<file path="src/tkd_defines.svh">
// constants for the tone key decoder output section
// assumes a 250 MHz aclk and an AXI4-Lite master with 32-bit data
`ifndef TKD_DEFINES_SVH
`define TKD_DEFINES_SVH
`define TKD_CLK_HZ 250000000
`define TKD_EXT_HZ 3579545
`define TKD_MS_PER_S 1000
`define TKD_TICK_MS 1
`define TKD_FIXED_MS 42
`define TKD_RELEASE_MS 28
`define TKD_TMR_W 8
`define TKD_CTRL_OFS 8'h00
`define TKD_STAT_OFS 8'h04
`define TKD_CTRL_W 4
`define TKD_CTRL_RST 4'h4
`define TKD_RESP_OKAY 2'h0
`define TKD_RESP_DECERR 2'h3
`endif

</file>
<file path="src/tkd_pkg.sv">
// types shared by the tone key decoder output section
// assumes nothing beyond a SystemVerilog elaborator
package tkd_pkg;
  typedef enum logic [2:0] {ST_IDLE, ST_FOLLOW, ST_RELEASE, ST_FIXED, ST_GAP} tkd_state_t;

  // detector bundle from the analog path: tone pair present and group indices
  typedef struct packed {
    logic valid;
    logic [1:0] low;
    logic [1:0] high;
  } tkd_det_t;

  typedef struct packed {
    logic por_n;
    logic clk_sel;
    logic len_sel;
    logic mute;
  } tkd_ctrl_t;

  // row = low group, column = high group
  function automatic logic [3:0] tkd_key(input logic [1:0] low, input logic [1:0] high);
    logic [3:0] k;
    k = 4'h0;
    unique case ({low, high})
      4'h0: k = 4'h1;
      4'h1: k = 4'h2;
      4'h2: k = 4'h3;
      4'h3: k = 4'hA;
      4'h4: k = 4'h4;
      4'h5: k = 4'h5;
      4'h6: k = 4'h6;
      4'h7: k = 4'hB;
      4'h8: k = 4'h7;
      4'h9: k = 4'h8;
      4'hA: k = 4'h9;
      4'hB: k = 4'hC;
      4'hC: k = 4'hE;
      4'hD: k = 4'h0;
      4'hE: k = 4'hF;
      4'hF: k = 4'hD;
    endcase
    return k;
  endfunction
endpackage

</file>
<file path="src/tkd_hold_timer.sv">
// millisecond down-counter for output hold and release delays
// assumes tick is a one-cycle enable once per millisecond on aclk
module tkd_hold_timer #(
  parameter int W = 8
) (
  input wire logic aclk,
  input wire logic aresetn,
  input wire logic tick,
  input wire logic load,
  input wire logic cancel,
  input wire logic [W-1:0] load_val,
  output logic done
);
  logic [W-1:0] cnt_r;
  logic busy_r;
  logic done_r;

  generate
    if (W < 2) begin : g_chk
      $error("tkd_hold_timer: W too small");
    end
  endgenerate

  // a load restarts the count; first tick may come early, so hold is val-1..val ms
  always_ff @(posedge aclk) begin
    if (!aresetn || cancel) begin
      cnt_r <= '0;
      busy_r <= 1'b0;
    end else if (load) begin
      cnt_r <= load_val;
      busy_r <= 1'b1;
    end else if (busy_r && tick) begin
      cnt_r <= cnt_r - W'(1);
      if (cnt_r <= W'(1)) begin
        busy_r <= 1'b0;
      end
    end
  end

  always_ff @(posedge aclk) begin
    if (!aresetn || cancel || load) begin
      done_r <= 1'b0;
    end else begin
      done_r <= busy_r && tick && (cnt_r <= W'(1));
    end
  end

  assign done = done_r;
endmodule

</file>
<file path="src/tkd_top.sv">
// tone key decoder output section: key code, tone present, float and length control
// assumes detector bundle and external clock arrive asynchronously; AXI4-Lite on aclk
//
// Function
// - mute high floats all four key code outputs and tone present.
// - mute low with reset inactive drives all five outputs.
// - power-on reset low floats the outputs whatever mute says.
// - length select high keeps outputs valid as long as the tone lasts.
// - length select low shows outputs for a fixed time regardless of tone length.
// - clock select low times from external clock, high from internal oscillator.
// - each key is a 4-bit code on the outputs; pound encodes as all ones.
// - tone present is asserted while a valid tone pair is reported; with length select low it drops after the fixed time.
// - 16 keys from four low and four high tones, mapped per the code table.
// - in tone-following mode outputs release 21 to 35 ms after the tone ends.
//
// Our own choices: the placing of the registers and register access over AXI4-Lite.
`include "tkd_defines.svh"
module tkd_top #(
  parameter int CYC_PER_MS = `TKD_CLK_HZ / `TKD_MS_PER_S,
  parameter int EXT_EDGES_PER_MS = `TKD_EXT_HZ / `TKD_MS_PER_S,
  parameter int ADDR_W = 8
) (
  input wire logic aclk,
  input wire logic aresetn,
  input wire logic [ADDR_W-1:0] s_axi_awaddr,
  input wire logic s_axi_awvalid,
  output logic s_axi_awready,
  input wire logic [31:0] s_axi_wdata,
  input wire logic [3:0] s_axi_wstrb,
  input wire logic s_axi_wvalid,
  output logic s_axi_wready,
  output logic [1:0] s_axi_bresp,
  output logic s_axi_bvalid,
  input wire logic s_axi_bready,
  input wire logic [ADDR_W-1:0] s_axi_araddr,
  input wire logic s_axi_arvalid,
  output logic s_axi_arready,
  output logic [31:0] s_axi_rdata,
  output logic [1:0] s_axi_rresp,
  output logic s_axi_rvalid,
  input wire logic s_axi_rready,
  input wire tkd_pkg::tkd_det_t det_in,
  input wire logic external_clock_input,
  output logic key_code_bit0,
  output logic key_code_bit1,
  output logic key_code_bit2,
  output logic key_code_bit3,
  output logic tone_present,
  output logic outputs_oe
);
  localparam int CNT_W = 32;
  localparam int FIXED_TICKS = `TKD_FIXED_MS / `TKD_TICK_MS;
  localparam int RELEASE_TICKS = `TKD_RELEASE_MS / `TKD_TICK_MS;

  generate
    if (CYC_PER_MS < 2 || EXT_EDGES_PER_MS < 1 || ADDR_W < 3) begin : g_chk
      $error("tkd_top: parameter out of range");
    end
  endgenerate

  // ****************************************
  // pin synchronisers
  // ****************************************
  tkd_pkg::tkd_det_t det_s1_r;
  tkd_pkg::tkd_det_t det_s;
  logic ext_s1_r;
  logic ext_s2_r;
  logic ext_s3_r;

  always_ff @(posedge aclk) begin
    if (!aresetn) begin
      det_s1_r <= '0;
      det_s <= '0;
    end else begin
      det_s1_r <= det_in;
      det_s <= det_s1_r;
    end
  end

  always_ff @(posedge aclk) begin
    if (!aresetn) begin
      ext_s1_r <= 1'b0;
      ext_s2_r <= 1'b0;
      ext_s3_r <= 1'b0;
    end else begin
      ext_s1_r <= external_clock_input;
      ext_s2_r <= ext_s1_r;
      ext_s3_r <= ext_s2_r;
    end
  end

  // ****************************************
  // registers
  // ****************************************
  tkd_pkg::tkd_ctrl_t ctrl_r;
  tkd_pkg::tkd_state_t state_r;
  logic tp_r;
  logic [3:0] code_r;
  logic oe_r;
  logic awready_r;
  logic arready_r;
  logic bvalid_r;
  logic rvalid_r;
  logic [1:0] bresp_r;
  logic [1:0] rresp_r;
  logic [31:0] rdata_r;
  logic wr_go;

  assign wr_go = s_axi_awvalid && s_axi_wvalid && !awready_r && !bvalid_r;

  // address and data are taken together, one cycle after both are offered
  always_ff @(posedge aclk) begin
    if (!aresetn) begin
      awready_r <= 1'b0;
    end else begin
      awready_r <= wr_go;
    end
  end

  always_ff @(posedge aclk) begin
    if (!aresetn) begin
      ctrl_r <= tkd_pkg::tkd_ctrl_t'(`TKD_CTRL_RST);
    end else if (awready_r && s_axi_awaddr == `TKD_CTRL_OFS && s_axi_wstrb[0]) begin
      ctrl_r <= tkd_pkg::tkd_ctrl_t'(s_axi_wdata[`TKD_CTRL_W-1:0]);
    end
  end

  always_ff @(posedge aclk) begin
    if (!aresetn) begin
      bvalid_r <= 1'b0;
      bresp_r <= `TKD_RESP_OKAY;
    end else if (awready_r) begin
      bvalid_r <= 1'b1;
      bresp_r <= (s_axi_awaddr == `TKD_CTRL_OFS || s_axi_awaddr == `TKD_STAT_OFS) ?
                 `TKD_RESP_OKAY : `TKD_RESP_DECERR;
    end else if (s_axi_bready) begin
      bvalid_r <= 1'b0;
    end
  end

  always_ff @(posedge aclk) begin
    if (!aresetn) begin
      arready_r <= 1'b0;
    end else begin
      arready_r <= s_axi_arvalid && !arready_r && !rvalid_r;
    end
  end

  always_ff @(posedge aclk) begin
    if (!aresetn) begin
      rvalid_r <= 1'b0;
      rresp_r <= `TKD_RESP_OKAY;
      rdata_r <= 32'h0;
    end else if (arready_r) begin
      rvalid_r <= 1'b1;
      rresp_r <= `TKD_RESP_OKAY;
      if (s_axi_araddr == `TKD_CTRL_OFS) begin
        rdata_r <= {28'h0, ctrl_r};
      end else if (s_axi_araddr == `TKD_STAT_OFS) begin
        rdata_r <= {26'h0, oe_r, tp_r, code_r};
      end else begin
        rdata_r <= 32'h0;
        rresp_r <= `TKD_RESP_DECERR;
      end
    end else if (s_axi_rready) begin
      rvalid_r <= 1'b0;
    end
  end

  // ****************************************
  // millisecond timebase
  // ****************************************
  logic [CNT_W-1:0] int_cnt_r;
  logic [CNT_W-1:0] ext_cnt_r;
  logic int_tick;
  logic ext_rise;
  logic ext_tick;
  logic ms_tick;

  assign ext_rise = ext_s2_r && !ext_s3_r;
  assign int_tick = int_cnt_r == CNT_W'(CYC_PER_MS - 1);
  assign ext_tick = ext_rise && ext_cnt_r == CNT_W'(EXT_EDGES_PER_MS - 1);
  assign ms_tick = ctrl_r.clk_sel ? int_tick : ext_tick;

  // internal source stands in for the on-chip oscillator; the idle one is held at zero
  always_ff @(posedge aclk) begin
    if (!aresetn || !ctrl_r.clk_sel || int_tick) begin
      int_cnt_r <= '0;
    end else begin
      int_cnt_r <= int_cnt_r + CNT_W'(1);
    end
  end

  // a static external pin never ticks, so a tied input is harmless when unused
  always_ff @(posedge aclk) begin
    if (!aresetn || ctrl_r.clk_sel || ext_tick) begin
      ext_cnt_r <= '0;
    end else if (ext_rise) begin
      ext_cnt_r <= ext_cnt_r + CNT_W'(1);
    end
  end

  // ****************************************
  // output sequencing
  // ****************************************
  logic tmr_load;
  logic tmr_done;
  logic [`TKD_TMR_W-1:0] tmr_val;

  always_comb begin
    tmr_load = 1'b0;
    tmr_val = `TKD_TMR_W'(FIXED_TICKS);
    if (ctrl_r.por_n) begin
      if (state_r == tkd_pkg::ST_IDLE && det_s.valid && !ctrl_r.len_sel) begin
        tmr_load = 1'b1;
      end else if (state_r == tkd_pkg::ST_FOLLOW && !det_s.valid) begin
        tmr_load = 1'b1;
        tmr_val = `TKD_TMR_W'(RELEASE_TICKS);
      end
    end
  end

  tkd_hold_timer #(.W(`TKD_TMR_W)) u_tmr (
    .aclk(aclk),
    .aresetn(aresetn),
    .tick(ms_tick),
    .load(tmr_load),
    .cancel(!ctrl_r.por_n || (state_r == tkd_pkg::ST_RELEASE && det_s.valid)),
    .load_val(tmr_val),
    .done(tmr_done)
  );

  // fixed mode waits for the tone to end after the hold, so one key gives one report
  always_ff @(posedge aclk) begin
    if (!aresetn || !ctrl_r.por_n) begin
      state_r <= tkd_pkg::ST_IDLE;
    end else begin
      unique case (state_r)
        tkd_pkg::ST_IDLE:
          if (det_s.valid) begin
            state_r <= ctrl_r.len_sel ? tkd_pkg::ST_FOLLOW : tkd_pkg::ST_FIXED;
          end
        tkd_pkg::ST_FOLLOW:
          if (!det_s.valid) begin
            state_r <= tkd_pkg::ST_RELEASE;
          end
        tkd_pkg::ST_RELEASE:
          if (det_s.valid) begin
            state_r <= tkd_pkg::ST_FOLLOW;
          end else if (tmr_done) begin
            state_r <= tkd_pkg::ST_IDLE;
          end
        tkd_pkg::ST_FIXED:
          if (tmr_done) begin
            state_r <= tkd_pkg::ST_GAP;
          end
        tkd_pkg::ST_GAP:
          if (!det_s.valid) begin
            state_r <= tkd_pkg::ST_IDLE;
          end
      endcase
    end
  end

  always_ff @(posedge aclk) begin
    if (!aresetn || !ctrl_r.por_n) begin
      tp_r <= 1'b0;
    end else if (state_r == tkd_pkg::ST_IDLE && det_s.valid) begin
      tp_r <= 1'b1;
    end else if (tmr_done && !(state_r == tkd_pkg::ST_RELEASE && det_s.valid)) begin
      tp_r <= 1'b0;
    end
  end

  // code loads only on the edge that raises tone present
  always_ff @(posedge aclk) begin
    if (!aresetn) begin
      code_r <= 4'h0;
    end else if (ctrl_r.por_n && state_r == tkd_pkg::ST_IDLE && det_s.valid) begin
      code_r <= tkd_pkg::tkd_key(det_s.low, det_s.high);
    end
  end

  always_ff @(posedge aclk) begin
    if (!aresetn) begin
      oe_r <= 1'b0;
    end else begin
      oe_r <= ctrl_r.por_n && !ctrl_r.mute;
    end
  end

  assign {key_code_bit3, key_code_bit2, key_code_bit1, key_code_bit0} = code_r;
  assign tone_present = tp_r;
  assign outputs_oe = oe_r;
  assign s_axi_awready = awready_r;
  assign s_axi_wready = awready_r;
  assign s_axi_bvalid = bvalid_r;
  assign s_axi_bresp = bresp_r;
  assign s_axi_arready = arready_r;
  assign s_axi_rvalid = rvalid_r;
  assign s_axi_rresp = rresp_r;
  assign s_axi_rdata = rdata_r;

  // ****************************************
  // checks
  // ****************************************
  chk_mute_float: assert property (@(posedge aclk) disable iff (!aresetn)
    ctrl_r.mute |=> !outputs_oe) else $error("outputs driven while muted");
  chk_drive_active: assert property (@(posedge aclk) disable iff (!aresetn)
    ctrl_r.por_n && !ctrl_r.mute |=> outputs_oe) else $error("outputs not driven");
  chk_por_float: assert property (@(posedge aclk) disable iff (!aresetn)
    !ctrl_r.por_n |=> !outputs_oe && !tone_present) else $error("outputs active in reset");
  chk_follow_hold: assert property (@(posedge aclk) disable iff (!aresetn)
    state_r == tkd_pkg::ST_FOLLOW |-> tone_present) else $error("follow mode dropped output");
  chk_fixed_hold: assert property (@(posedge aclk) disable iff (!aresetn)
    state_r == tkd_pkg::ST_FIXED && !tmr_done && ctrl_r.por_n |=> tone_present)
    else $error("fixed output ended early");
  chk_clk_source: assert property (@(posedge aclk) disable iff (!aresetn)
    !ctrl_r.clk_sel && !ext_rise |-> !ms_tick) else $error("tick without external edge");
  chk_key_map: assert property (@(posedge aclk) disable iff (!aresetn)
    $rose(tone_present) |-> code_r == tkd_pkg::tkd_key($past(det_s.low), $past(det_s.high)))
    else $error("key code mismatch");
  chk_tone_start: assert property (@(posedge aclk) disable iff (!aresetn)
    state_r == tkd_pkg::ST_IDLE && det_s.valid && ctrl_r.por_n |=> tone_present ##1 tone_present)
    else $error("tone present not raised");
  chk_code_stable: assert property (@(posedge aclk) disable iff (!aresetn)
    tone_present && $past(tone_present) |-> code_r == $past(code_r)) else $error("code moved");
  chk_release_end: assert property (@(posedge aclk) disable iff (!aresetn)
    state_r == tkd_pkg::ST_RELEASE && tmr_done && !det_s.valid |=> !tone_present)
    else $error("release delay overrun");
  chk_por_start: assert property (@(posedge aclk) disable iff (!aresetn)
    $rose(ctrl_r.por_n) |-> !tone_present ##1 !tone_present) else $error("tone present after reset");
endmodule
</file>
<file path="config.mk">
export PLATFORM = sky130hd
export DESIGN_NAME = tkd_top
export DESIGN_NICKNAME = d
export VERILOG_FILES = /design/src/tkd_pkg.sv /design/src/tkd_hold_timer.sv /design/src/tkd_top.sv
export VERILOG_INCLUDE_DIRS = /design/src /design/src/src
export SDC_FILE = /design/constraint.sdc
export NUM_CORES = 1
export LEC_CHECK = 0
export BUFFER_PORTS_ARGS = -buffer_cell sky130_fd_sc_hd__buf_2
export CORE_MARGIN = 3
export CORE_UTILIZATION = 49
export DETAILED_ROUTE_END_ITERATION = 12
export PLACE_DENSITY = 0.8
export SETUP_SLACK_MARGIN = 0.3
export SYNTH_ARGS = -nofsm -noshare
export SYNTH_HDL_FRONTEND = slang
export SYNTH_SLANG_ARGS = --single-unit
</file>
<file path="constraint.sdc">
create_clock -name aclk -period 1.95 [get_ports aclk]
set_input_delay 0 -clock aclk [delete_from_list [all_inputs] [get_ports aclk]]
set_output_delay 0 -clock aclk [all_outputs]
set_load 0.02 [all_outputs]
</file>
==> report_table.html, run 1 <==
<table>
<tr><th>Metric</th><th>Value</th></tr>
<tr><th colspan="2">Detailed routing</th></tr>
<tr><td>Via count</td><td>4794</td></tr>
<tr><td>Routed wire per std cell</td><td>16.3 um</td></tr>
<tr><td>Remaining DRCs</td><td>0</td></tr>
<tr><td>Final ANT Viol Nets</td><td>0</td></tr>
<tr><td>Pre-antenna DRT Iters</td><td>5</td></tr>
<tr><td>WL final</td><td>14.0 mm</td></tr>
<tr><td>Drt via density</td><td>5.57</td></tr>
<tr><td>Iter 0 DRT Violations</td><td>339</td></tr>
<tr><th colspan="2">Synth</th></tr>
<tr><td>Complex-gate fraction of the synthesized area</td><td>7.26%</td></tr>
<tr><td>Simple-gate share of the synthesized area</td><td>28.7%</td></tr>
<tr><td>Flip-flop and latch count after synthesis</td><td>112</td></tr>
<tr><td>Leading register cell type out of synthesis</td><td>dfxtp_1</td></tr>
<tr><td>Mean cell area of the mapped netlist</td><td>8.75 um^2</td></tr>
<tr><td>Adder and majority cell fraction of the synthesized area</td><td>2.37%</td></tr>
<tr><td>Post-synthesis instance area</td><td>5280 um^2</td></tr>
<tr><td>Ys Warns</td><td>0</td></tr>
<tr><td>EDFF count, synth</td><td>0</td></tr>
<tr><td>Post-synthesis async set-or-reset flop share</td><td>0%</td></tr>
<tr><td>Combinational family with the most area after synthesis</td><td>simple AND/OR/NAND/NOR gates</td></tr>
<tr><td>Cell count after synthesis</td><td>603</td></tr>
<tr><td>Sequential cell area fraction in the yosys report</td><td>42.5%</td></tr>
<tr><td>Mux cell area share after synthesis</td><td>2.49%</td></tr>
<tr><td>XOR/XNOR share of the synthesized area</td><td>10.3%</td></tr>
<tr><td>Yosys cell types</td><td>51</td></tr>
<tr><th colspan="2">Die</th></tr>
<tr><td>Floorplan die area</td><td>12000 um^2</td></tr>
<tr><td>Placement row count</td><td>37</td></tr>
<tr><td># IOs</td><td>112</td></tr>
<tr><td>Height of the die</td><td>110 um</td></tr>
<tr><td>Core Box Area</td><td>10400 um^2</td></tr>
<tr><td>Die Span X</td><td>110 um</td></tr>
<tr><td>Initial core utilization</td><td>50.7%</td></tr>
<tr><th colspan="2">CTS</th></tr>
<tr><td>Clock slew at the register clock pins of the worst setup and hold paths</td><td>0.11 ns</td></tr>
<tr><td>Clock buffers created by TritonCTS</td><td>9</td></tr>
<tr><td>TritonCTS clock tree</td><td>built</td></tr>
<tr><td>Worst-skew pair later-pin latency</td><td>0.39 ns</td></tr>
<tr><td>Total number of clock tree sinks</td><td>112</td></tr>
<tr><td>Clock Tree Root</td><td>clkbuf_8</td></tr>
<tr><td>Bufs on Longest Clock Path</td><td>2</td></tr>
<tr><td>Total number of H-tree levels</td><td>3</td></tr>
<tr><th colspan="2">Placement</th></tr>
<tr><td>GPL Wtd Cong</td><td>0.851</td></tr>
<tr><td>Number of buffer cells added on primary ports</td><td>54</td></tr>
<tr><td>Place WS</td><td>-0.0163 ns</td></tr>
<tr><td>Post-DP HPWL</td><td>8.23 mm</td></tr>
<tr><td>Dpl cells</td><td>803</td></tr>
<tr><th colspan="2">STA</th></tr>
<tr><td>RSZ-0062 raised after global routing</td><td>yes</td></tr>
<tr><td>Fmax</td><td>481 MHz</td></tr>
<tr><td>Max-Slew Margin vs Limit</td><td>57.4%</td></tr>
<tr><td>Setup slack after layout</td><td>-0.131 ns</td></tr>
<tr><td>Number of endpoints failing setup at the final stage</td><td>62</td></tr>
<tr><td>Clock skew</td><td>0.0119 ns</td></tr>
<tr><td>Max Transition Viols Final</td><td>0</td></tr>
<tr><td>Final setup TNS</td><td>-5.12 ns</td></tr>
<tr><td>Worst-margin pin slew</td><td>0.637 ns</td></tr>
<tr><td>Clock period minus worst slack</td><td>2.08 ns</td></tr>
<tr><td>Share of the cycle needed by the critical path after routing</td><td>107%</td></tr>
<tr><td>Final Hold Violating Endpoints</td><td>0</td></tr>
<tr><th colspan="2">Critical path</th></tr>
<tr><td>Critical setup path kind</td><td>register to register</td></tr>
<tr><td>Nature of the critical path endpoint</td><td>register</td></tr>
<tr><td>Worst Path Required</td><td>2.23 ns</td></tr>
<tr><td>Highest net fanout along the worst path</td><td>8</td></tr>
<tr><td>Category of the worst setup path launch point</td><td>register</td></tr>
<tr><td>Worst endpoint data arrival time</td><td>2.36 ns</td></tr>
<tr><th colspan="2">Final layout</th></tr>
<tr><td>Syn-to-layout area delta</td><td>31.2%</td></tr>
<tr><td>Most frequent standard cell in the layout excluding fill and tap cells</td><td>dfxtp_1</td></tr>
<tr><td>Share of cells above drive strength 1</td><td>28.7%</td></tr>
<tr><td>Ant. Diodes</td><td>0</td></tr>
<tr><td>Fill count</td><td>757</td></tr>
<tr><td>Count of non-filler cells in the finished layout</td><td>861</td></tr>
<tr><td>Nets@finish</td><td>795</td></tr>
<tr><td>Top library cells by usage in the layout, fill and taps aside</td><td>dfxtp_1, nor2_1, buf_2, buf_4, nand2_1</td></tr>
<tr><th colspan="2">Pwr</th></tr>
<tr><td>Total power per unit cell area</td><td>583 nW/um^2</td></tr>
<tr><td>Static leakage power</td><td>2.68 nW</td></tr>
<tr><td>IR drop worst, VDD</td><td>0.445 mV</td></tr>
<tr><td>Overall power after layout</td><td>4.03 mW</td></tr>
<tr><th colspan="2">Global routing</th></tr>
<tr><td>Initial antenna violation count</td><td>0</td></tr>
<tr><td>Total Routing Usage GR</td><td>22.4%</td></tr>
<tr><td>Overall overflow remaining after global route</td><td>0</td></tr>
<tr><td>First-pass GRT wire length</td><td>21.3 mm</td></tr>
<tr><td>Maximum number of pins on one net before global-route repair</td><td>23</td></tr>
<tr><td>Via count of the first global-routing pass</td><td>4591</td></tr>
<tr><th colspan="2">Run status</th></tr>
<tr><td>Run status</td><td>finished with violations</td></tr>
<tr><td>Failing checks</td><td>setup timing</td></tr>
<tr><th colspan="2">Flow run</th></tr>
<tr><td>Number of max-cap violations</td><td>0</td></tr>
<tr><th colspan="2">Worst hold path</th></tr>
<tr><td>Path class of the lowest-slack min-delay path</td><td>input port to register</td></tr>
</table>
-- worst paths after layout --
check | from | to | slack (ns) | cells after the start
min reg2reg | det_s1_r[4] | det_s[4] | 0.45 | 1
max | ext_cnt_r[13] | ext_cnt_r[31] | -0.13 | 8
min | s_axi_awaddr[5] | s_axi_bresp[0] | 0.03 | 4
max reg2reg | ext_cnt_r[13] | ext_cnt_r[31] | -0.13 | 8
-- cells by family (layout without fill, tap and decap cells) --
kind of cell	after synthesis	count (layout)
and+or+nand+nor	284	284
DFF	112	112
xor gates and xnor gates	62	62
AOI/OAI and AO/OA	61	61
buffers and inverters	60	157
muxes	13	13
adders and majority gates	10	10
other	1	26
-- Yosys cell counts, types with 2 or more instances --
cell,number,share of area [%]
mux2i_1,12,2.3
nand3_1,22,2.1
o31ai_1,2,0.28
clkbuf_1,18,1.3
nor2_1,91,6.5
o21a_1,2,0.28
inv_1,11,0.78
and2_1,19,2.3
nand2b_1,2,0.24
ha_1,10,2.4
nor4_1,11,1.3
nand4_1,19,2.3
o211ai_1,3,0.43
a211oi_1,5,0.71
buf_4,29,4.1
xnor2_1,22,3.7
and3_1,20,2.4
xor2_1,40,6.6
a21oi_1,14,1.3
o2111ai_1,3,0.50
a31oi_1,2,0.24
nor2b_1,13,1.5
and4_1,8,1.3
nor3_1,10,0.95
buf_1,2,0.14
o21ai_0,21,2.0
dfxtp_1,112,42
and4b_1,3,0.57
nand2_1,42,3.0
and3b_1,2,0.33
or3_1,7,0.83
a32o_1,2,0.38
nor4_4,2,0.81
nand4b_1,2,0.33
or4_1,4,0.57
-- state kept, by name (all words and copies together) (netlist names) --
register	count
s_axi_rdata	6
ext_s2_r	1
s_axi_arready	1
u_tmr.busy_r	1
det_s	5
code_r	4
ext_s3_r	1
tone_present	1
s_axi_bresp	1
u_tmr.cnt_r	8
int_cnt_r	32
u_tmr.done	1
outputs_oe	1
s_axi_rresp	1
state_r	3
det_s1_r	5
s_axi_bvalid	1
s_axi_awready	1
ext_s1_r	1
s_axi_rvalid	1
ext_cnt_r	32
ctrl_r	4
-- layout make-up --
cell class	instances	area, um^2	share of cell area (%)
sequential	112	2260	32.7
tap	136	170	2.46
multi-input combinational	456	3190	46.1
inverter	11	41.3	0.596
timing repair buffer	130	1050	15.2
clock inverter	7	81.3	1.17
clock buffer	9	124	1.79
-- metrics by stage --
| stage | hold WS [ns] | area [um^2] | util (%) |
|---|---|---|---|
| global placement | 0.211 | 5850 | 56.2 |
| CTS | 0.00786 | 6650 | 63.8 |
| finish | 0.0298 | 6920 | 66.5 |
| global route | 0.0370 | 6920 | 66.5 |
| floorplan | 0.125 | 5460 | - |
| detailed placement | 0.216 | 5850 | 56.2 |
-- worst max-delay path: stages (launching register included) --
cell	delay, ns
dfxtp_2	0.35
nor4_4	0.31
nand4_1	0.23
buf_4	0.20
buf_4	0.12
or3_1	0.34
nand3_4	0.19
clkbuf_16	0.19
nor2_1	0.05
-- repair_timing --
| action | 4_1_cts | 5_1_grt |
|---|---|---|
| hold buffers | 19 | 0 |
| setup endpoints to repair | 74 | 78 |
| gates cloned | 4 | 2 |
| pin swaps | 27 | 14 |
| gates resized for setup | 59 | 46 |
| hold endpoints to repair | 18 | 0 |
| setup buffers | 13 | 4 |
-- metal layers --
layer  vias up  GRT usage, %  wire [um]
li1       2268             -          -
met1      2299          25.5       5400
met2       186          40.8       7460
met3        41          3.76        748
met4         0          10.2        396
met5         -             0          0
-- power breakdown --
group	internal, mW	switching, mW
logic	0.128	0.164
registers	2.31	0.0244
clock network	0.516	0.891
total	2.95	1.08
Power figures use the tool's default switching activity.
==> inputs of run 2 (changes only) <==
--- a/config.mk
+++ b/config.mk
@@ -8,9 +8,9 @@
 export LEC_CHECK = 0
 export BUFFER_PORTS_ARGS = -buffer_cell sky130_fd_sc_hd__buf_2
 export CORE_MARGIN = 3
-export CORE_UTILIZATION = 49
+export CORE_UTILIZATION = 50
 export DETAILED_ROUTE_END_ITERATION = 12
-export PLACE_DENSITY = 0.8
+export PLACE_DENSITY = 0.78
 export SETUP_SLACK_MARGIN = 0.3
 export SYNTH_ARGS = -nofsm -noshare
 export SYNTH_HDL_FRONTEND = slang
==> constraint.sdc (replaced) <==
create_clock -name aclk -period 2.27 [get_ports aclk]
set_input_delay 0 -clock aclk [delete_from_list [all_inputs] [get_ports aclk]]
set_output_delay 0 -clock aclk [all_outputs]
set_load 0.02 [all_outputs]
==> report_table.html, run 2 (synthesis results as in run 1) <==
<table>
<tr><th>Metric</th><th>Value</th></tr>
<tr><th colspan="2">STA</th></tr>
<tr><td>Clock period minus worst slack</td><td>2.08 ns</td></tr>
<tr><td>Max Transition Viols Final</td><td>0</td></tr>
<tr><td>Fmax</td><td>480 MHz</td></tr>
<tr><td>Number of endpoints failing setup at the final stage</td><td>0</td></tr>
<tr><td>Final Hold Violating Endpoints</td><td>0</td></tr>
<tr><td>Final setup TNS</td><td>0 ns</td></tr>
<tr><td>Worst-margin pin slew</td><td>0.529 ns</td></tr>
<tr><td>Share of the cycle needed by the critical path after routing</td><td>91.8%</td></tr>
<tr><td>Max-Slew Margin vs Limit</td><td>64.6%</td></tr>
<tr><td>RSZ-0062 raised after global routing</td><td>yes</td></tr>
<tr><td>Setup slack after layout</td><td>0.186 ns</td></tr>
<tr><td>Clock skew</td><td>0.0161 ns</td></tr>
<tr><td>Post-route worst hold slack</td><td>0.00690 ns</td></tr>
<tr><th colspan="2">Global routing</th></tr>
<tr><td>Maximum number of pins on one net before global-route repair</td><td>34</td></tr>
<tr><td>Overall overflow remaining after global route</td><td>0</td></tr>
<tr><td>First-pass GRT wire length</td><td>18.4 mm</td></tr>
<tr><td>Total Routing Usage GR</td><td>19.1%</td></tr>
<tr><td>Initial antenna violation count</td><td>0</td></tr>
<tr><td>Via count of the first global-routing pass</td><td>4118</td></tr>
<tr><th colspan="2">Final layout</th></tr>
<tr><td>Nets@finish</td><td>756</td></tr>
<tr><td>Ant. Diodes</td><td>0</td></tr>
<tr><td>Total area of multi-input combinational cells</td><td>2950 um^2</td></tr>
<tr><td>Largest regs</td><td>ext_cnt_r x32, int_cnt_r x32, u_tmr.cnt_r x8</td></tr>
<tr><td>Syn-to-layout area delta</td><td>17.9%</td></tr>
<tr><td>Share of cells above drive strength 1</td><td>18.1%</td></tr>
<tr><td>Fill count</td><td>842</td></tr>
<tr><td>Most frequent standard cell in the layout excluding fill and tap cells</td><td>dfxtp_1</td></tr>
<tr><td>Top library cells by usage in the layout, fill and taps aside</td><td>dfxtp_1, nor2_1, buf_2, nand2_1, xor2_1</td></tr>
<tr><td>Sequential cell area</td><td>2260 um^2</td></tr>
<tr><th colspan="2">Die</th></tr>
<tr><td>Core Box Area</td><td>10000 um^2</td></tr>
<tr><td>Initial core utilization</td><td>52.8%</td></tr>
<tr><td># IOs</td><td>112</td></tr>
<tr><td>Die Span X</td><td>109 um</td></tr>
<tr><td>Floorplan die area</td><td>11800 um^2</td></tr>
<tr><td>Placement row count</td><td>36</td></tr>
<tr><td>Height of the die</td><td>109 um</td></tr>
<tr><th colspan="2">Pwr</th></tr>
<tr><td>Relative contribution of the clock network to total power</td><td>33.9%</td></tr>
<tr><td>Internal power</td><td>2.50 mW</td></tr>
<tr><td>Overall power after layout</td><td>3.30 mW</td></tr>
<tr><td>IR drop worst, VDD</td><td>0.422 mV</td></tr>
<tr><td>Total power per unit cell area</td><td>530 nW/um^2</td></tr>
<tr><td>Switching portion of total power</td><td>24.3%</td></tr>
<tr><td>Sequential fraction of design power</td><td>60.7%</td></tr>
<tr><td>Psw</td><td>0.800 mW</td></tr>
<tr><td>Part of the power in combinational logic</td><td>5.4%</td></tr>
<tr><td>Static leakage power</td><td>2.45 nW</td></tr>
<tr><th colspan="2">Critical path</th></tr>
<tr><td>Nature of the critical path endpoint</td><td>register</td></tr>
<tr><td>Worst endpoint data arrival time</td><td>2.39 ns</td></tr>
<tr><td>Worst r2r dst</td><td>u_tmr.cnt_r[3]</td></tr>
<tr><td>Reg-to-reg setup timing slack</td><td>0.19 ns</td></tr>
<tr><td>Critical setup path kind</td><td>register to register</td></tr>
<tr><td>Highest net fanout along the worst path</td><td>5</td></tr>
<tr><td>Reg2Reg Depth</td><td>6</td></tr>
<tr><td>Category of the worst setup path launch point</td><td>register</td></tr>
<tr><td>Reg-to-Reg Start</td><td>ext_cnt_r[14]</td></tr>
<tr><td>Worst Path Required</td><td>2.58 ns</td></tr>
<tr><th colspan="2">CTS</th></tr>
<tr><td>Clock buffers created by TritonCTS</td><td>9</td></tr>
<tr><td>TritonCTS clock tree</td><td>built</td></tr>
<tr><td>Worst-skew pair later-pin latency</td><td>0.38 ns</td></tr>
<tr><td>Total number of clock tree sinks</td><td>112</td></tr>
<tr><td>Bufs on Longest Clock Path</td><td>2</td></tr>
<tr><td>Clock Tree Root</td><td>clkbuf_8</td></tr>
<tr><td>Clock slew at the register clock pins of the worst setup and hold paths</td><td>0.10 ns</td></tr>
<tr><td>Total number of H-tree levels</td><td>3</td></tr>
<tr><th colspan="2">Run status</th></tr>
<tr><td>Run status</td><td>completed</td></tr>
<tr><th colspan="2">Placement</th></tr>
<tr><td>Place WS</td><td>0.153 ns</td></tr>
<tr><td>GPL Wtd Cong</td><td>0.788</td></tr>
<tr><td>Post-DP HPWL</td><td>7.73 mm</td></tr>
<tr><td>Number of buffer cells added on primary ports</td><td>54</td></tr>
<tr><th colspan="2">Detailed routing</th></tr>
<tr><td>Via count</td><td>4409</td></tr>
<tr><td>Pre-antenna DRT Iters</td><td>5</td></tr>
<tr><td>Iter 0 DRT Violations</td><td>248</td></tr>
<tr><td>Drt via density</td><td>5.38</td></tr>
<tr><td>Routed wire per std cell</td><td>13.9 um</td></tr>
<tr><td>Remaining DRCs</td><td>0</td></tr>
<tr><td>Final ANT Viol Nets</td><td>0</td></tr>
<tr><td>WL final</td><td>11.4 mm</td></tr>
<tr><th colspan="2">Worst hold path</th></tr>
<tr><td>Min-delay src</td><td>s_axi_araddr[2]</td></tr>
<tr><td>WHS Endpoint</td><td>s_axi_rdata[4]</td></tr>
<tr><td>Path class of the lowest-slack min-delay path</td><td>input port to register</td></tr>
<tr><td>Hold Path Cell Cnt</td><td>2</td></tr>
<tr><th colspan="2">Flow run</th></tr>
<tr><td>Number of max-cap violations</td><td>0</td></tr>
</table>
## run 2: worst max path at each step
| stage | from | end | slack, ns | depth (start not counted) |
|---|---|---|---|---|
| 2_1_floorplan | ext_cnt_r[13] | u_tmr.cnt_r[7] | 0.32 | 6 |
| 3_3_place_gp | ext_cnt_r[0] | ext_cnt_r[30] | 0.24 | 7 |
| 3_5_place_dp | int_cnt_r[11] | u_tmr.cnt_r[7] | 0.15 | 6 |
| 4_1_cts | ext_cnt_r[1] | u_tmr.cnt_r[7] | 0.18 | 7 |
| 5_1_grt | ext_cnt_r[14] | u_tmr.cnt_r[3] | 0.06 | 6 |
| 6_report | ext_cnt_r[14] | u_tmr.cnt_r[3] | 0.19 | 6 |
## run 2: power by group through the flow
stage	clock, mW	combinational, mW	sequential, mW
4_1_cts	1.15	0.176	2.00
3_5_place_dp	0	0.157	2.05
6_report	1.12	0.179	2.00
3_3_place_gp	0	0.151	2.05
5_1_grt	1.23	0.199	2.00
2_1_floorplan	0	0.141	2.05
## run 2: routing by layer
metal | vias to the layer above | share of wire, % | global-route usage (%)
met1 | 2092 | 43 | 23.2
met2 | 121 | 51 | 33.8
li1 | 2183 | - | -
met5 | - | 0 | 0
met3 | 13 | 4.8 | 4.97
met4 | 0 | 1.1 | 4.60
## run 2: final cells by class
cell class / instances / share of cell area [%]
Multi-Input combinational cell: 456 / 47.4
Sequential cell: 112 / 36.3
Timing Repair Buffer: 91 / 10.0
Tap cell: 133 / 2.67
Clock buffer: 10 / 2.21
Clock inverter: 6 / 0.805
Inverter: 11 / 0.664
## run 2: critical path, stage by stage (launching register included)
cell and delay [ns]:
dfxtp_4 0.38, nor4_4 0.32, nand4_1 0.23, nor4_4 0.34, o21ai_2 0.12, or4_4 0.45
a31oi_4 0.18
## run 2: repair_timing
item / in CTS / in global routing
pin swaps: 12 / 14
endpoints found under the hold margin: 14 / 0
hold buffers: 15 / 0
gates resized for setup: 12 / 24
buffers inserted: 9 / 3
gates cloned: 0 / 1
endpoints found under the setup margin: 15 / 69
## run 2: metrics by stage
stage / instance area (um^2) / utilization (%) / cells
after detailed placement: 5620 / 56.2 / 775
after global routing: 6220 / 62.2 / 819
after floorplan: 5400 / - / 628
after global placement: 5620 / 56.2 / 775
after CTS: 6070 / 60.7 / 815
final: 6220 / 62.2 / 819
==> inputs of run 3 (changes only) <==
--- a/config.mk
+++ b/config.mk
@@ -10,7 +10,7 @@
 export CORE_MARGIN = 3
 export CORE_UTILIZATION = 50
 export DETAILED_ROUTE_END_ITERATION = 12
-export PLACE_DENSITY = 0.78
+export PLACE_DENSITY = 0.74
 export SETUP_SLACK_MARGIN = 0.3
 export SYNTH_ARGS = -nofsm -noshare
 export SYNTH_HDL_FRONTEND = slang
==> report_table.html, run 3 (synthesis results as in run 1) <==
<table>
<tr><th>Metric</th><th>Value</th></tr>
<tr><th colspan="2">Die</th></tr>
<tr><td>Floorplan die area</td><td>11800 um^2</td></tr>
<tr><td>Initial core utilization</td><td>52.8%</td></tr>
<tr><td>Height of the die</td><td>109 um</td></tr>
<tr><td>Placement row count</td><td>36</td></tr>
<tr><td># IOs</td><td>112</td></tr>
<tr><td>Die Span X</td><td>109 um</td></tr>
<tr><td>Core Box Area</td><td>10000 um^2</td></tr>
<tr><th colspan="2">STA</th></tr>
<tr><td>Clock skew</td><td>0.0149 ns</td></tr>
<tr><td>Number of endpoints failing setup at the final stage</td><td>0</td></tr>
<tr><td>Clock period minus worst slack</td><td>2.07 ns</td></tr>
<tr><td>Final setup TNS</td><td>0 ns</td></tr>
<tr><td>Worst-margin pin slew</td><td>0.537 ns</td></tr>
<tr><td>Max Transition Viols Final</td><td>0</td></tr>
<tr><td>Fmax</td><td>482 MHz</td></tr>
<tr><td>RSZ-0062 raised after global routing</td><td>yes</td></tr>
<tr><td>Max-Slew Margin vs Limit</td><td>64.2%</td></tr>
<tr><td>Share of the cycle needed by the critical path after routing</td><td>91.3%</td></tr>
<tr><td>Final Hold Violating Endpoints</td><td>0</td></tr>
<tr><th colspan="2">Final layout</th></tr>
<tr><td>Final core area utilization</td><td>62.7%</td></tr>
<tr><td>Top library cells by usage in the layout, fill and taps aside</td><td>dfxtp_1, nor2_1, buf_2, nand2_1, xor2_1</td></tr>
<tr><td>Largest regs</td><td>ext_cnt_r x32, int_cnt_r x32, u_tmr.cnt_r x8</td></tr>
<tr><td>Most frequent standard cell in the layout excluding fill and tap cells</td><td>dfxtp_1</td></tr>
<tr><td>Fill count</td><td>855</td></tr>
<tr><td>Ant. Diodes</td><td>0</td></tr>
<tr><td>Nets@finish</td><td>761</td></tr>
<tr><td>Share of cells above drive strength 1</td><td>18.7%</td></tr>
<tr><td>Syn-to-layout area delta</td><td>18.8%</td></tr>
<tr><th colspan="2">Detailed routing</th></tr>
<tr><td>Drt via density</td><td>5.35</td></tr>
<tr><td>WL final</td><td>11.7 mm</td></tr>
<tr><td>Iter 0 DRT Violations</td><td>290</td></tr>
<tr><td>Routed wire per std cell</td><td>14.2 um</td></tr>
<tr><td>Pre-antenna DRT Iters</td><td>5</td></tr>
<tr><td>Remaining DRCs</td><td>0</td></tr>
<tr><td>Final ANT Viol Nets</td><td>0</td></tr>
<tr><td>Via count</td><td>4406</td></tr>
<tr><th colspan="2">CTS</th></tr>
<tr><td>Clock slew at the register clock pins of the worst setup and hold paths</td><td>0.11 ns</td></tr>
<tr><td>Total number of H-tree levels</td><td>3</td></tr>
<tr><td>Bufs on Longest Clock Path</td><td>2</td></tr>
<tr><td>Worst-skew pair later-pin latency</td><td>0.39 ns</td></tr>
<tr><td>Clock buffers created by TritonCTS</td><td>9</td></tr>
<tr><td>Total number of clock tree sinks</td><td>112</td></tr>
<tr><td>Clock Tree Root</td><td>clkbuf_8</td></tr>
<tr><td>TritonCTS clock tree</td><td>built</td></tr>
<tr><th colspan="2">Global routing</th></tr>
<tr><td>Via count of the first global-routing pass</td><td>4278</td></tr>
<tr><td>Total Routing Usage GR</td><td>19.9%</td></tr>
<tr><td>Initial antenna violation count</td><td>0</td></tr>
<tr><td>Overall overflow remaining after global route</td><td>0</td></tr>
<tr><td>Maximum number of pins on one net before global-route repair</td><td>34</td></tr>
<tr><td>First-pass GRT wire length</td><td>19.0 mm</td></tr>
<tr><th colspan="2">Placement</th></tr>
<tr><td>Number of buffer cells added on primary ports</td><td>54</td></tr>
<tr><td>GPL Wtd Cong</td><td>0.765</td></tr>
<tr><td>Post-DP HPWL</td><td>7.79 mm</td></tr>
<tr><th colspan="2">Worst hold path</th></tr>
<tr><td>Path class of the lowest-slack min-delay path</td><td>input port to register</td></tr>
<tr><td>Min-delay src</td><td>s_axi_awaddr[3]</td></tr>
<tr><th colspan="2">Critical path</th></tr>
<tr><td>Critical setup path kind</td><td>register to register</td></tr>
<tr><td>Highest net fanout along the worst path</td><td>6</td></tr>
<tr><td>Worst endpoint data arrival time</td><td>2.41 ns</td></tr>
<tr><td>Nature of the critical path endpoint</td><td>register</td></tr>
<tr><td>Category of the worst setup path launch point</td><td>register</td></tr>
<tr><td>Worst Path Required</td><td>2.61 ns</td></tr>
<tr><td>Reg-to-Reg Start</td><td>ext_cnt_r[2]</td></tr>
<tr><td>Crit. Startpoint</td><td>ext_cnt_r[2]</td></tr>
<tr><th colspan="2">Pwr</th></tr>
<tr><td>Total power per unit cell area</td><td>528 nW/um^2</td></tr>
<tr><td>IR drop worst, VDD</td><td>0.436 mV</td></tr>
<tr><td>Static leakage power</td><td>2.45 nW</td></tr>
<tr><th colspan="2">Run status</th></tr>
<tr><td>Run status</td><td>completed</td></tr>
<tr><th colspan="2">Flow run</th></tr>
<tr><td>Number of max-cap violations</td><td>0</td></tr>
</table>
## run 3: cell types whose count changed in the layout (fill, tap and decap cells not counted), sizes merged
cell,before,now
inv,13,14
clkinv,2,1
clkbuf,11,10
dlygate4sd3,15,19
buf,75,76
## run 3: cell type report
| class | count | area, um^2 | share of cell area, % |
|---|---|---|---|
| Multi-Input combinational cell | 456 | 2940 | 46.9 |
| Clock inverter | 6 | 52.6 | 0.839 |
| Inverter | 11 | 41.3 | 0.659 |
| Tap cell | 133 | 166 | 2.66 |
| Clock buffer | 9 | 124 | 1.98 |
| Sequential cell | 112 | 2260 | 36.0 |
| Timing Repair Buffer | 96 | 682 | 10.9 |
## run 3: timing repair
item,4_1_cts,5_1_grt
setup buffers,10,3
hold buffers,19,0
cloned,0,2
setup endpoints to repair,5,44
hold endpoints to repair,18,0
gates resized for setup,16,27
pin swaps,12,17
## run 3: worst paths after layout
| check | end | slack (ns) | depth (start not counted) |
|---|---|---|---|
| max | u_tmr.cnt_r[7] | 0.20 | 6 |
| max reg2reg | u_tmr.cnt_r[7] | 0.20 | 6 |
| min | s_axi_bresp[0] | 0.02 | 4 |
| min reg2reg | int_cnt_r[0] | 0.44 | 1 |
## run 3: critical path, stage by stage, from the launching register on
cell	delay, ns
dfxtp_4	0.39
nor4_4	0.28
nand4_1	0.22
nor4_4	0.35
o21ai_2	0.13
or4_4	0.50
a21oi_2	0.14
## run 3: through the flow
stage	power, mW	instance area (um^2)	hold slack, ns	worst slack (ns)	std cells
after floorplan	2.19	5400	0.125	0.315	628
after global placement	2.20	5610	0.205	0.239	774
after detailed placement	2.21	5610	0.211	0.159	774
after CTS	3.33	6110	0.00856	0.161	818
after global routing	3.44	6270	0.0251	0.0252	823
final	3.31	6270	0.0160	0.197	823
## run 3: layer usage
metal | wire [um] | global-route usage (%) | vias to the layer above
met5 | 0 | 0 | -
met3 | 590 | 5.98 | 17
met4 | 178 | 6.31 | 0
li1 | - | - | 2182
met2 | 5850 | 34.6 | 122
met1 | 5040 | 23.5 | 2085
## run 3: power by group
part / internal (mW) / switching, mW
combinational: 0.0765 / 0.107
sequential: 1.98 / 0.0191
clock: 0.411 / 0.711
